### config.mk
export PLATFORM = sky130hd
export DESIGN_NAME = tpc_top
export DESIGN_NICKNAME = d
export VERILOG_FILES = /design/src/logic/tpc_pkg.sv /design/src/logic/tpc_prescale.sv /design/src/logic/tpc_top.sv
export VERILOG_INCLUDE_DIRS = /design/src /design/src/logic
export SDC_FILE = /design/constraint.sdc
export NUM_CORES = 1
export LEC_CHECK = 0
export BUFFER_PORTS_ARGS = -buffer_cell sky130_fd_sc_hd__buf_2
export CAP_MARGIN = 25
export CORE_MARGIN = 3
export CORE_UTILIZATION = 50
export DETAILED_ROUTE_END_ITERATION = 8
export GPL_TIMING_DRIVEN = 0
export MAX_ROUTING_LAYER = met4
export PLACE_DENSITY_LB_ADDON = 0.12
export REMOVE_ABC_BUFFERS = 1
export SETUP_SLACK_MARGIN = 0.5
export SYNTH_ARGS = -nofsm -noshare
export SYNTH_HDL_FRONTEND = slang
export SYNTH_SLANG_ARGS = --single-unit
### constraint.sdc
create_clock -name core_clk -period 2.7 [get_ports core_clk]
set_clock_uncertainty 0.1 [all_clocks]
set_input_delay 0.405 -clock core_clk [delete_from_list [all_inputs] [get_ports core_clk]]
set_output_delay 0.405 -clock core_clk [all_outputs]
set_load 0.05 [all_outputs]
### src/logic/tpc_cfg.svh
// Register offsets, field positions, reset values and timing counts
// for the PWM / carrier timer. Included by the top and the testbench.
//
// How it works
// Software keeps remote-mode bit while running
// Same-value carrier control refresh is harmless
// Duty change reaches compare after three ticks
// Software rewrites duty compare after every restart
// PWM duty below period, both 00H..FFH
// Level buffer moves to active level
// Partner event interrupt only in carrier mode
// Timer clock above six times partner clock
// Carrier period and duty within 01H..FFH
// Restart loads written duty before first cycle
`ifndef TPC_CFG_SVH
`define TPC_CFG_SVH

// ***************************************************************
// Word offsets on the register bus
// ***************************************************************
`define TPC_OFS_MODE     3'h0
`define TPC_OFS_PERIOD   3'h1
`define TPC_OFS_DUTY     3'h2
`define TPC_OFS_CARRIER  3'h3
`define TPC_OFS_STATUS   3'h4
`define TPC_OFS_MASK     3'h5
`define TPC_OFS_COUNT    3'h6

// ***************************************************************
// Field positions
// ***************************************************************
`define TPC_MODE_RUN     0
`define TPC_MODE_CKS_LO  1
`define TPC_MODE_CKS_HI  3
`define TPC_MODE_CARR    4
`define TPC_CAR_BUF      0
`define TPC_CAR_ACT      1
`define TPC_CAR_RMT      7
`define TPC_ST_PERIOD    0
`define TPC_ST_DUTY      1
`define TPC_ST_PARTNER   2

// ***************************************************************
// Reset values and timing counts
// ***************************************************************
`define TPC_RST_MODE     8'h00
`define TPC_RST_PERIOD   8'hFF
`define TPC_RST_DUTY     8'h00
`define TPC_RST_CARRIER  8'h00
`define TPC_RST_MASK     3'h0
`define TPC_DUTY_DELAY   2'h3

`endif

### src/logic/tpc_pkg.sv
// Types shared by the PWM / carrier timer files.
// Does not include tpc_cfg.svh and needs nothing on the include path.
package tpc_pkg;
  // Output waveform modes
  typedef enum logic {TPC_MODE_PWM, TPC_MODE_CARRIER} tpc_mode_t;
  typedef logic [7:0] tpc_byte_t;
  typedef logic [2:0] tpc_evt_t;
endpackage : tpc_pkg

### src/logic/tpc_prescale.sv
// Count clock prescaler: one tick every 2**sel core clocks.
// Assumes a single clock domain; restarts whenever run is low.
`timescale 1ns/1ps
module tpc_prescale
  import tpc_pkg::*;
(
  input  wire logic       core_clk,
  input  wire logic       nrst,
  input  wire logic       run,
  input  wire logic [2:0] sel,
  output logic            tick
);

  logic [6:0] div_r;
  logic [6:0] div_nxt;

  // Ones in the low sel bits
  function automatic logic [6:0] tpc_mask(input logic [2:0] s);
    tpc_mask = 7'((8'h01 << s) - 8'h01);
  endfunction : tpc_mask

  // Divider next value
  always_comb begin
    div_nxt = run ? 7'(div_r + 7'h01) : 7'h00;
  end

  always_ff @(posedge core_clk or negedge nrst) begin
    if (!nrst) begin
      div_r <= 7'h00;
    end else begin
      div_r <= div_nxt;
    end
  end

  // Tick when all low bits are set
  assign tick = run & ((div_r & tpc_mask(sel)) == tpc_mask(sel));

endmodule : tpc_prescale

### src/logic/tpc_top.sv
// PWM / carrier timer with an Avalon-MM register slave.
// Assumes one 100 MHz core clock, partner event from a foreign domain.
`timescale 1ns/1ps
`include "tpc_cfg.svh"
module tpc_top
  import tpc_pkg::*;
(
  input  wire logic        core_clk,
  input  wire logic        nrst,
  input  wire logic [2:0]  avs_address,
  input  wire logic        avs_read,
  input  wire logic        avs_write,
  input  wire logic [31:0] avs_writedata,
  output logic [31:0]      avs_readdata,
  output logic             avs_waitrequest,
  input  wire logic        partner_evt,
  output logic             timer_out,
  output logic             irq
);

  // ***************************************************************
  // Register bus slave
  // ***************************************************************
  logic        wait_r;
  logic        wait_nxt;
  logic [31:0] rdata_r;
  logic [31:0] rdata_nxt;
  logic        bus_wr;
  logic [7:0]  wbyte;

  // Core state
  logic [7:0]  mode_r, mode_nxt;
  logic [7:0]  period_r, period_nxt;
  logic [7:0]  duty_buf_r, duty_buf_nxt;
  logic [7:0]  duty_act_r, duty_act_nxt;
  logic        pend_r, pend_nxt;
  logic [1:0]  pend_cnt_r, pend_cnt_nxt;
  logic [7:0]  carrier_r, carrier_nxt;
  logic [7:0]  cnt_r, cnt_nxt;
  logic        run_d_r, run_d_nxt;
  tpc_evt_t    status_r, status_nxt;
  tpc_evt_t    mask_r, mask_nxt;
  logic        out_r, out_nxt;
  logic        irq_r, irq_nxt;
  logic [2:0]  sync_r, sync_nxt;
  logic        evt_lvl_r, evt_lvl_nxt;

  logic        run;
  logic        tick;
  logic        evt_rise;
  tpc_mode_t   mode;
  tpc_evt_t    events;
  logic        wave;
  logic        duty_wr;

  assign bus_wr = avs_write & ~wait_r;
  assign wbyte  = avs_writedata[7:0];
  assign run    = mode_r[`TPC_MODE_RUN];
  assign mode   = tpc_mode_t'(mode_r[`TPC_MODE_CARR]);
  // Duty write landing this cycle, restarts the transfer count
  assign duty_wr = bus_wr & (avs_address == `TPC_OFS_DUTY);

  // Handshake and read mux: request seen, answer next cycle
  always_comb begin
    wait_nxt  = 1'b1;
    rdata_nxt = rdata_r;
    if ((avs_read | avs_write) & wait_r) begin
      wait_nxt  = 1'b0;
      rdata_nxt = 32'h0000_0000;
      if (avs_read) begin
        unique case (avs_address)
          `TPC_OFS_MODE:    rdata_nxt[7:0] = mode_r;
          `TPC_OFS_PERIOD:  rdata_nxt[7:0] = period_r;
          `TPC_OFS_DUTY:    rdata_nxt[7:0] = duty_buf_r;
          `TPC_OFS_CARRIER: rdata_nxt[7:0] = carrier_r;
          `TPC_OFS_STATUS:  rdata_nxt[2:0] = status_r;
          `TPC_OFS_MASK:    rdata_nxt[2:0] = mask_r;
          `TPC_OFS_COUNT:   rdata_nxt[7:0] = cnt_r;
          default:          rdata_nxt      = 32'h0000_0000;
        endcase
      end
    end
  end

  always_ff @(posedge core_clk or negedge nrst) begin
    if (!nrst) begin
      wait_r  <= 1'b1;
      rdata_r <= 32'h0000_0000;
    end else begin
      wait_r  <= wait_nxt;
      rdata_r <= rdata_nxt;
    end
  end

  assign avs_waitrequest = wait_r;
  assign avs_readdata    = rdata_r;

  // ***************************************************************
  // Count clock and partner event input
  // ***************************************************************
  tpc_prescale u_prescale (
    .core_clk (core_clk),
    .nrst     (nrst),
    .run      (run),
    .sel      (mode_r[`TPC_MODE_CKS_HI:`TPC_MODE_CKS_LO]),
    .tick     (tick)
  );

  // Three-stage synchroniser with agreement filter
  always_comb begin
    sync_nxt    = {sync_r[1:0], partner_evt};
    evt_lvl_nxt = (sync_r[1] == sync_r[2]) ? sync_r[2] : evt_lvl_r;
  end

  assign evt_rise = evt_lvl_nxt & ~evt_lvl_r;

  // ***************************************************************
  // Timer core
  // ***************************************************************
  // Held low in the restart cycle so a stale duty never shows
  assign wave = run & run_d_r & (cnt_r < duty_act_r);

  always_comb begin
    mode_nxt     = mode_r;
    period_nxt   = period_r;
    duty_buf_nxt = duty_buf_r;
    duty_act_nxt = duty_act_r;
    pend_nxt     = pend_r;
    pend_cnt_nxt = pend_cnt_r;
    carrier_nxt  = carrier_r;
    cnt_nxt      = cnt_r;
    mask_nxt     = mask_r;
    run_d_nxt    = run;
    events       = 3'h0;
    // Register writes
    if (bus_wr) begin
      unique case (avs_address)
        `TPC_OFS_MODE:   mode_nxt   = wbyte;
        `TPC_OFS_PERIOD: period_nxt = wbyte;
        `TPC_OFS_DUTY: begin
          duty_buf_nxt = wbyte;
          pend_nxt     = 1'b1;
          pend_cnt_nxt = 2'h0;
        end
        `TPC_OFS_CARRIER: begin
          carrier_nxt[`TPC_CAR_BUF] = wbyte[`TPC_CAR_BUF];
          if (!run) begin
            carrier_nxt[`TPC_CAR_RMT] = wbyte[`TPC_CAR_RMT];
          end
        end
        `TPC_OFS_MASK:   mask_nxt   = wbyte[2:0];
        default:         ;
      endcase
    end
    // Restart: load written duty before first output cycle
    if (run & ~run_d_r) begin
      duty_act_nxt = duty_buf_r;
      pend_nxt     = 1'b0;
      cnt_nxt      = 8'h00;
    end else if (pend_r & tick) begin
      // Duty transfer after three count clock ticks
      if (pend_cnt_r == 2'(`TPC_DUTY_DELAY - 2'h1)) begin
        duty_act_nxt = duty_buf_r;
        pend_nxt     = duty_wr;
      end else if (!duty_wr) begin
        pend_cnt_nxt = 2'(pend_cnt_r + 2'h1);
      end
    end
    // Counter and compare matches
    if (run & tick & ~(run & ~run_d_r)) begin
      if (cnt_r == period_r) begin
        cnt_nxt                = 8'h00;
        events[`TPC_ST_PERIOD] = 1'b1;
      end else begin
        cnt_nxt = 8'(cnt_r + 8'h01);
      end
      if (cnt_r == duty_act_r) begin
        events[`TPC_ST_DUTY] = 1'b1;
      end
    end
    if (!run) begin
      cnt_nxt = 8'h00;
    end
    // Partner event moves level buffer into active level
    if (evt_rise & (mode == TPC_MODE_CARRIER)) begin
      carrier_nxt[`TPC_CAR_ACT] = carrier_r[`TPC_CAR_BUF];
      events[`TPC_ST_PARTNER]   = 1'b1;
    end
    // Sticky status: set wins over write-one clear
    status_nxt = status_r;
    if (bus_wr & (avs_address == `TPC_OFS_STATUS)) begin
      status_nxt = status_r & ~wbyte[2:0];
    end
    status_nxt = status_nxt | events;
    irq_nxt    = |(status_nxt & mask_nxt);
    // Output pin: carrier gated by active level in remote mode
    if (mode == TPC_MODE_PWM) begin
      out_nxt = wave;
    end else if (carrier_nxt[`TPC_CAR_RMT]) begin
      out_nxt = wave & carrier_nxt[`TPC_CAR_ACT];
    end else begin
      out_nxt = run & carrier_nxt[`TPC_CAR_ACT];
    end
  end

  always_ff @(posedge core_clk or negedge nrst) begin
    if (!nrst) begin
      mode_r     <= `TPC_RST_MODE;
      period_r   <= `TPC_RST_PERIOD;
      duty_buf_r <= `TPC_RST_DUTY;
      duty_act_r <= `TPC_RST_DUTY;
      pend_r     <= 1'b0;
      pend_cnt_r <= 2'h0;
      carrier_r  <= `TPC_RST_CARRIER;
      cnt_r      <= 8'h00;
      run_d_r    <= 1'b0;
      status_r   <= 3'h0;
      mask_r     <= `TPC_RST_MASK;
      out_r      <= 1'b0;
      irq_r      <= 1'b0;
      sync_r     <= 3'h0;
      evt_lvl_r  <= 1'b0;
    end else begin
      mode_r     <= mode_nxt;
      period_r   <= period_nxt;
      duty_buf_r <= duty_buf_nxt;
      duty_act_r <= duty_act_nxt;
      pend_r     <= pend_nxt;
      pend_cnt_r <= pend_cnt_nxt;
      carrier_r  <= carrier_nxt;
      cnt_r      <= cnt_nxt;
      run_d_r    <= run_d_nxt;
      status_r   <= status_nxt;
      mask_r     <= mask_nxt;
      out_r      <= out_nxt;
      irq_r      <= irq_nxt;
      sync_r     <= sync_nxt;
      evt_lvl_r  <= evt_lvl_nxt;
    end
  end

  assign timer_out = out_r;
  assign irq       = irq_r;
endmodule : tpc_top

# [After elaboration in Yosys (flattened, before gate mapping)]
# Index checks and enable logic that the tools add are counted.
[word_totals] output_inout_bits=35 regBits=99 in_bits=40
[op_classes] n_shift=1 bitwise=25 n_reduce_logical=9 order_cmp=1 n_mux=37 n_eq_ne=12 n_addsub=4
[op_table] cell="$mux W8" count=8
[op_table] cell="$pmux W5 S5" count=1
[op_table] cell="$pmux W3 S7" count=1
[op_table] cell="$eq A8 B8 Y1" count=2
[op_table] cell="$mux W1" count=16
[op_table] cell="$and A1 B1 Y1" count=15
[op_table] cell="$mux W2" count=7
[op_table] cell="$reduce_and A2 Y1" count=5
[op_table] cell="$eq A3 B3 Y1 const B" count=3
[op_table] cell="$mux W3" count=3
[op_table] cell="$add A8 B1 Y8 const B" count=1
[op_table] cell="$lt A8 B8 Y1" count=1
[op_table] cell="$add A7 B1 Y7 const B" count=1
[op_table] cell="$and A7 B7 Y7" count=1
[op_table] cell="$eq A7 B7 Y1" count=1
[op_table] cell="$mux W7" count=1
[op_table] cell="$shl A1 B3 Y7 const A" count=1
[op_table] cell="$sub A7 B1 Y7 const B" count=1
[op_table] cell="$and A3 B3 Y3" count=2
[op_table] cell="$eq A3 B2 Y1 const B" count=2
[op_table] cell="$not A1 Y1" count=4
[op_table] cell="$reduce_bool A2 Y1" count=2
[op_table] cell="$eq A3 B1 Y1 const B" count=1
[op_table] cell="$logic_not A3 Y1" count=1
[op_table] cell="8 further kinds" count=8

# [Depth between registers and ports, before layout]
[depth] depth_word=11 depth_mapped=11 ltp_nobuf=9

# [Modules after synthesis]
# Synthesis repeated with hierarchy kept, for this count alone.
[unflattened] hier_cells=373 area_unflattened_um2=4023.9
[by_module_without_submodules] mod="tpc_top" seq_area_each_um2=1712.9 area_each_um2=3663.5 cells_per_inst=336 n_inst=1
[by_module_without_submodules] mod="tpc_prescale" seq_area_each_um2=175.2 area_each_um2=360.3 cells_per_inst=37 n_inst=1

# [Least setup slack after synthesis]
# Ideal clock, no wire load.
[synth_timing] path_type="register to register" from="register mode_r[3]" to="register duty_act_r[3]" required_ns=2.472 slack_ns=0.000 period_less_slack_ns=2.700 setup_ns=0.128 stages_incl_launch_ff=11 arrival_time_ns=2.473 path_cell_list="dfrtp_1 buf_2 or3_1 ha_1 o21ai_0 a211o_1 a31oi_1 and2_1 buf_2 a32oi_4 mux2_1"
[synth_via] elab_chain_len=8
[synth_rtl] item="start: declaration" line="tpc_top.sv:32" source="logic [7:0] mode_r, mode_nxt;"
[synth_rtl] item="start signal: assignment" line="tpc_top.sv:208" source="mode_r <= `TPC_RST_MODE;"
[synth_rtl] item="start signal: assignment" line="tpc_top.sv:224" source="mode_r <= mode_nxt;"
[synth_rtl] item="$shl A1 B3 Y7 *" line="tpc_prescale.sv:19" source="tpc_mask = 7'((8'h01 << s) - 8'h01);"
[synth_rtl] item="$sub A7 B1 Y7 *" line="tpc_prescale.sv:19"
[synth_rtl] item="$and A7 B7 Y7" line="tpc_prescale.sv:36" source="assign tick = run & ((div_r & tpc_mask(sel)) == tpc_mask(sel));"
[synth_rtl] item="$eq A7 B7 Y1 *" line="tpc_prescale.sv:36"
[synth_rtl] item="$and A1 B1 Y1 *" line="tpc_prescale.sv:36"
[synth_rtl] item="$and A1 B1 Y1 *" line="tpc_top.sv:160" source="end else if (pend_r & tick) begin"
[synth_rtl] item="$reduce_bool A2 Y1 (no source line) *"
[synth_rtl] item="$reduce_and A2 Y1 (no source line) *"
[synth_rtl] item="end signal: assignment" line="tpc_top.sv:211" source="duty_act_r <= `TPC_RST_DUTY;"
[synth_rtl] item="end signal: assignment" line="tpc_top.sv:227" source="duty_act_r <= duty_act_nxt;"
[synth_rtl] item="end: declaration" line="tpc_top.sv:35" source="logic [7:0] duty_act_r, duty_act_nxt;"
# Mark *: on every way between the ends. The rest lies on a longest branch, timed or not.
# A chain may end at the register's enable or synchronous reset.

# [Worst setup path in the final report]
[layout_timing] from="register mode_r[1]" to="register duty_act_r[4]"
# Same word-level chain as after synthesis.

==> results_dict.tcl <==
set metrics [dict create \
    switching_share 0.345 \
    dp_cells 498 \
    antennaDiodeCount 0 \
    syn_area_um2 4030 \
    synth_xor_area_frac 0.0326 \
    relSlewSlack 0.542 \
    gp_congestion 0.839 \
    vias_per_cell 5.57 \
    pwr-share-seq 0.414 \
    cts-root-to-sink-buffers 2 \
    num_vias 2980 \
    grt_antenna_before_repair 0 \
    synth-adder-area-share 0.0398 \
    hp-class "in2reg" \
    ys_seq_elements 75 \
    syn2layout_area_growth_pct 18.3 \
    yosysWarnings 0 \
    crit_path_start_kind "flop" \
    cp.arrival_ns 2.73 \
    drive_above_1_share 0.307 \
    overflow 0 \
    drv_cap 0 \
    status "complete, no violations" \
    nNetsFinal 480 \
    cts-root-buf "clkbuf_8" \
    rr_worst_depth 9 \
    first_global_vias 2896 \
    cp-end-kind "flop" \
    hold_viol 0 \
    min_period_ns 2.58 \
    synth.most_common_cell "dfrtp_1" \
    synth-async-reset-ratio 1.00 \
    wl_per_cell_um 17.5 \
    avgSynthCellArea_um2 10.5 \
    synth-edff-count 0 \
    netlist.area_leader.share 0.410 \
    first_iter_violations 173 \
    setup_viol 0 \
    antenna_left 0 \
    drc 0 \
    yosys.area_share.simple 0.144 \
    io_buffers 26 \
    vdd_drop_max_v 0.000395 \
    grt_max_degree 55 \
    routed_wl_mm 9.39 \
    power.switching_mw 1.34 \
    fmax_mhz 387 \
    yosys-mux-area-fraction 0.122 \
    synth_area_leader_cell "dfrtp_1" \
    core-area_um2 7770 \
    pwr-share-comb 0.341 \
    min_period_over_period 0.957 \
    clkPwrFrac 0.245 \
    yosys_most_used_dff "dfrtp_1" \
    tightestPinTransition_ns 0.686 \
    place_hpwl_mm 6.31 \
    rsz0062_at_grt "true" \
    grt.total_usage 0.224 \
    whs_path_depth 1 \
    die_x_um 95.8 \
    num_rows 32 \
    ctsHtreeMaxLevel 3 \
    grt_pass1_wl_mm 14.9 \
    first_pass_iters 4 \
    fin_area_um2 4760 \
    initial_core_util 0.519 \
    crit_type "reg2reg" \
    synth_compound_gate_area_share 0.117 \
    cts_buffers 9 \
    critPathMaxFanout 6 \
    yosysUniqueCellTypes 55 \
    ioPinCount 75 \
    power_density_nw_per_um2 818 \
    die_height_um 95.8 \
    synth_top_family_by_area "simple AND/OR/NAND/NOR gates" \
    cts_sinks 75 \
    dieArea_um2 9170 \
    clock_latency_ns 0.36 \
    place_area_um2 4160 \
    report.final.slew_viol_count 0 \
    syn-instance-count 384 \
    instances_no_fill 535 \
    synth_common_cells "dfrtp_1 (66), nand2_1 (57), mux2_2 (29), buf_4 (24), inv_1 (15)" \
    critPathRequiredTime_ns 2.84 \
    ys_top_cells_by_area "dfrtp_1 (41%), mux2_2 (8.1%), dfstp_2 (5.9%)" \
    leakagePower_nw 2.23 \
    ys_seq_area_frac 0.469 \
    internal_power_mw 2.55 \
    tritoncts "built" \
    path_clk_slew_ns 0.08 \
]
[layer usage]
metal | up-vias | track usage | routed length [um]
met2 | 90 | 0.332 | 4450
met4 | 0 | 0.117 | 237
met3 | 24 | 0.0336 | 510
li1 | 1383 | - | -
met1 | 1483 | 0.297 | 4180
met5 | - | - | 0
[final timing paths]
kind | startpoint | to | slack [ns]
max | mode_r[1]$_DFFE_PN0P_ | duty_act_r[4]$_DFFE_PN0P_ | 0.12
min in group asynchronous | nrst | cnt_r[2]$_DFFE_PN0P_ | 0.39
max in group asynchronous | nrst | period_r[6]$_DFFE_PN1P_ | 1.48
min reg2reg | sync_r[0]$_DFF_PN0_ | sync_r[1]$_DFF_PN0_ | 0.26
min | partner_evt | sync_r[0]$_DFF_PN0_ | 0.05
max reg2reg | mode_r[1]$_DFFE_PN0P_ | duty_act_r[4]$_DFFE_PN0P_ | 0.12
[kinds of logic after synthesis]
| family | after synthesis |
|---|---|
| XOR/XNOR | 15 |
| flip-flops | 75 |
| multiplexers | 42 |
| other | 1 |
| buffers and inverters | 54 |
| AO/OA/AOI/OAI | 64 |
| adder cells (fa/ha/maj) | 13 |
| AND/OR/NAND/NOR | 120 |
[through the flow]
stage               setup TNS, ns  power [mW]  hold WS [ns]  setup slack (ns)   util
finish                          0        3.89        0.0493             0.115  0.613
global route                    0        4.12        0.0366            0.0470  0.613
CTS                             0        3.80        0.0330             0.151  0.591
detailed placement          -4.34        2.63         0.228            -0.318  0.535
global placement            -4.04        2.60         0.235            -0.308  0.532
floorplan                       0        2.34       0.00941            0.0399      -
[final cells by class]
class,instances,area [um^2]
fill,650,3000
multi-input combinational,278,2100
sequential,75,1890
timing repair buffer,48,363
clock buffer,11,141
tap,102,128
clock inverter,5,77.6
inverter,16,61.3
[registers in the layout (all words and copies together), names as in the netlist, 2 cells and up]
name / count
avs_readdata: 8
cnt_r: 8
duty_act_r: 8
duty_buf_r: 8
mode_r: 8
period_r: 8
u_prescale.div_r: 7
carrier_r: 3
mask_r: 3
status_r: 3
sync_r: 3
pend_cnt_r: 2
[power by group through the flow]
stage          registers (mW)  logic, mW  clock network (mW)
2_1_floorplan            1.67      0.670                   0
3_5_place_dp             1.64      0.992                   0
3_3_place_gp             1.63      0.965                   0
5_1_grt                  1.64       1.44                1.04
6_report                 1.61       1.33               0.955
4_1_cts                  1.60       1.22               0.979
[critical path: stages (launching register included)]
cell     delay (ns)
dfrtp_2        0.43
or3_4          0.40
ha_4           0.27
o21ai_2        0.05
a211o_1        0.29
a31oi_4        0.18
and2_4         0.18
a32oi_4        0.12
buf_12         0.17
mux2_4         0.29
[what timing repair did]
item	4_1_cts	5_1_grt
setup buffers	13	6
endpoints found under the hold margin	21	0
resized for setup	24	28
cloned	0	1
endpoints found under the setup margin	22	22
hold buffers	1	0
pin swaps	9	8
[cell usage in the layout (no fill, tap or decap), types with 8 or more instances in the layout]
cell type	netlist	final
ha_1	12	11
nor2_1	13	13
dfrtp_1	66	63
dfstp_2	9	9
inv_1	15	15
o21ai_0	14	9
nor2b_1	11	11
buf_2	2	25
xor2_1	10	9
buf_6	1	8
conb_1	1	24
nand2_1	57	57
buf_4	24	12
mux2_2	29	26
a21oi_1	9	8
clkbuf_8	0	10
Note: power is estimated with default switching activity, not from simulation.
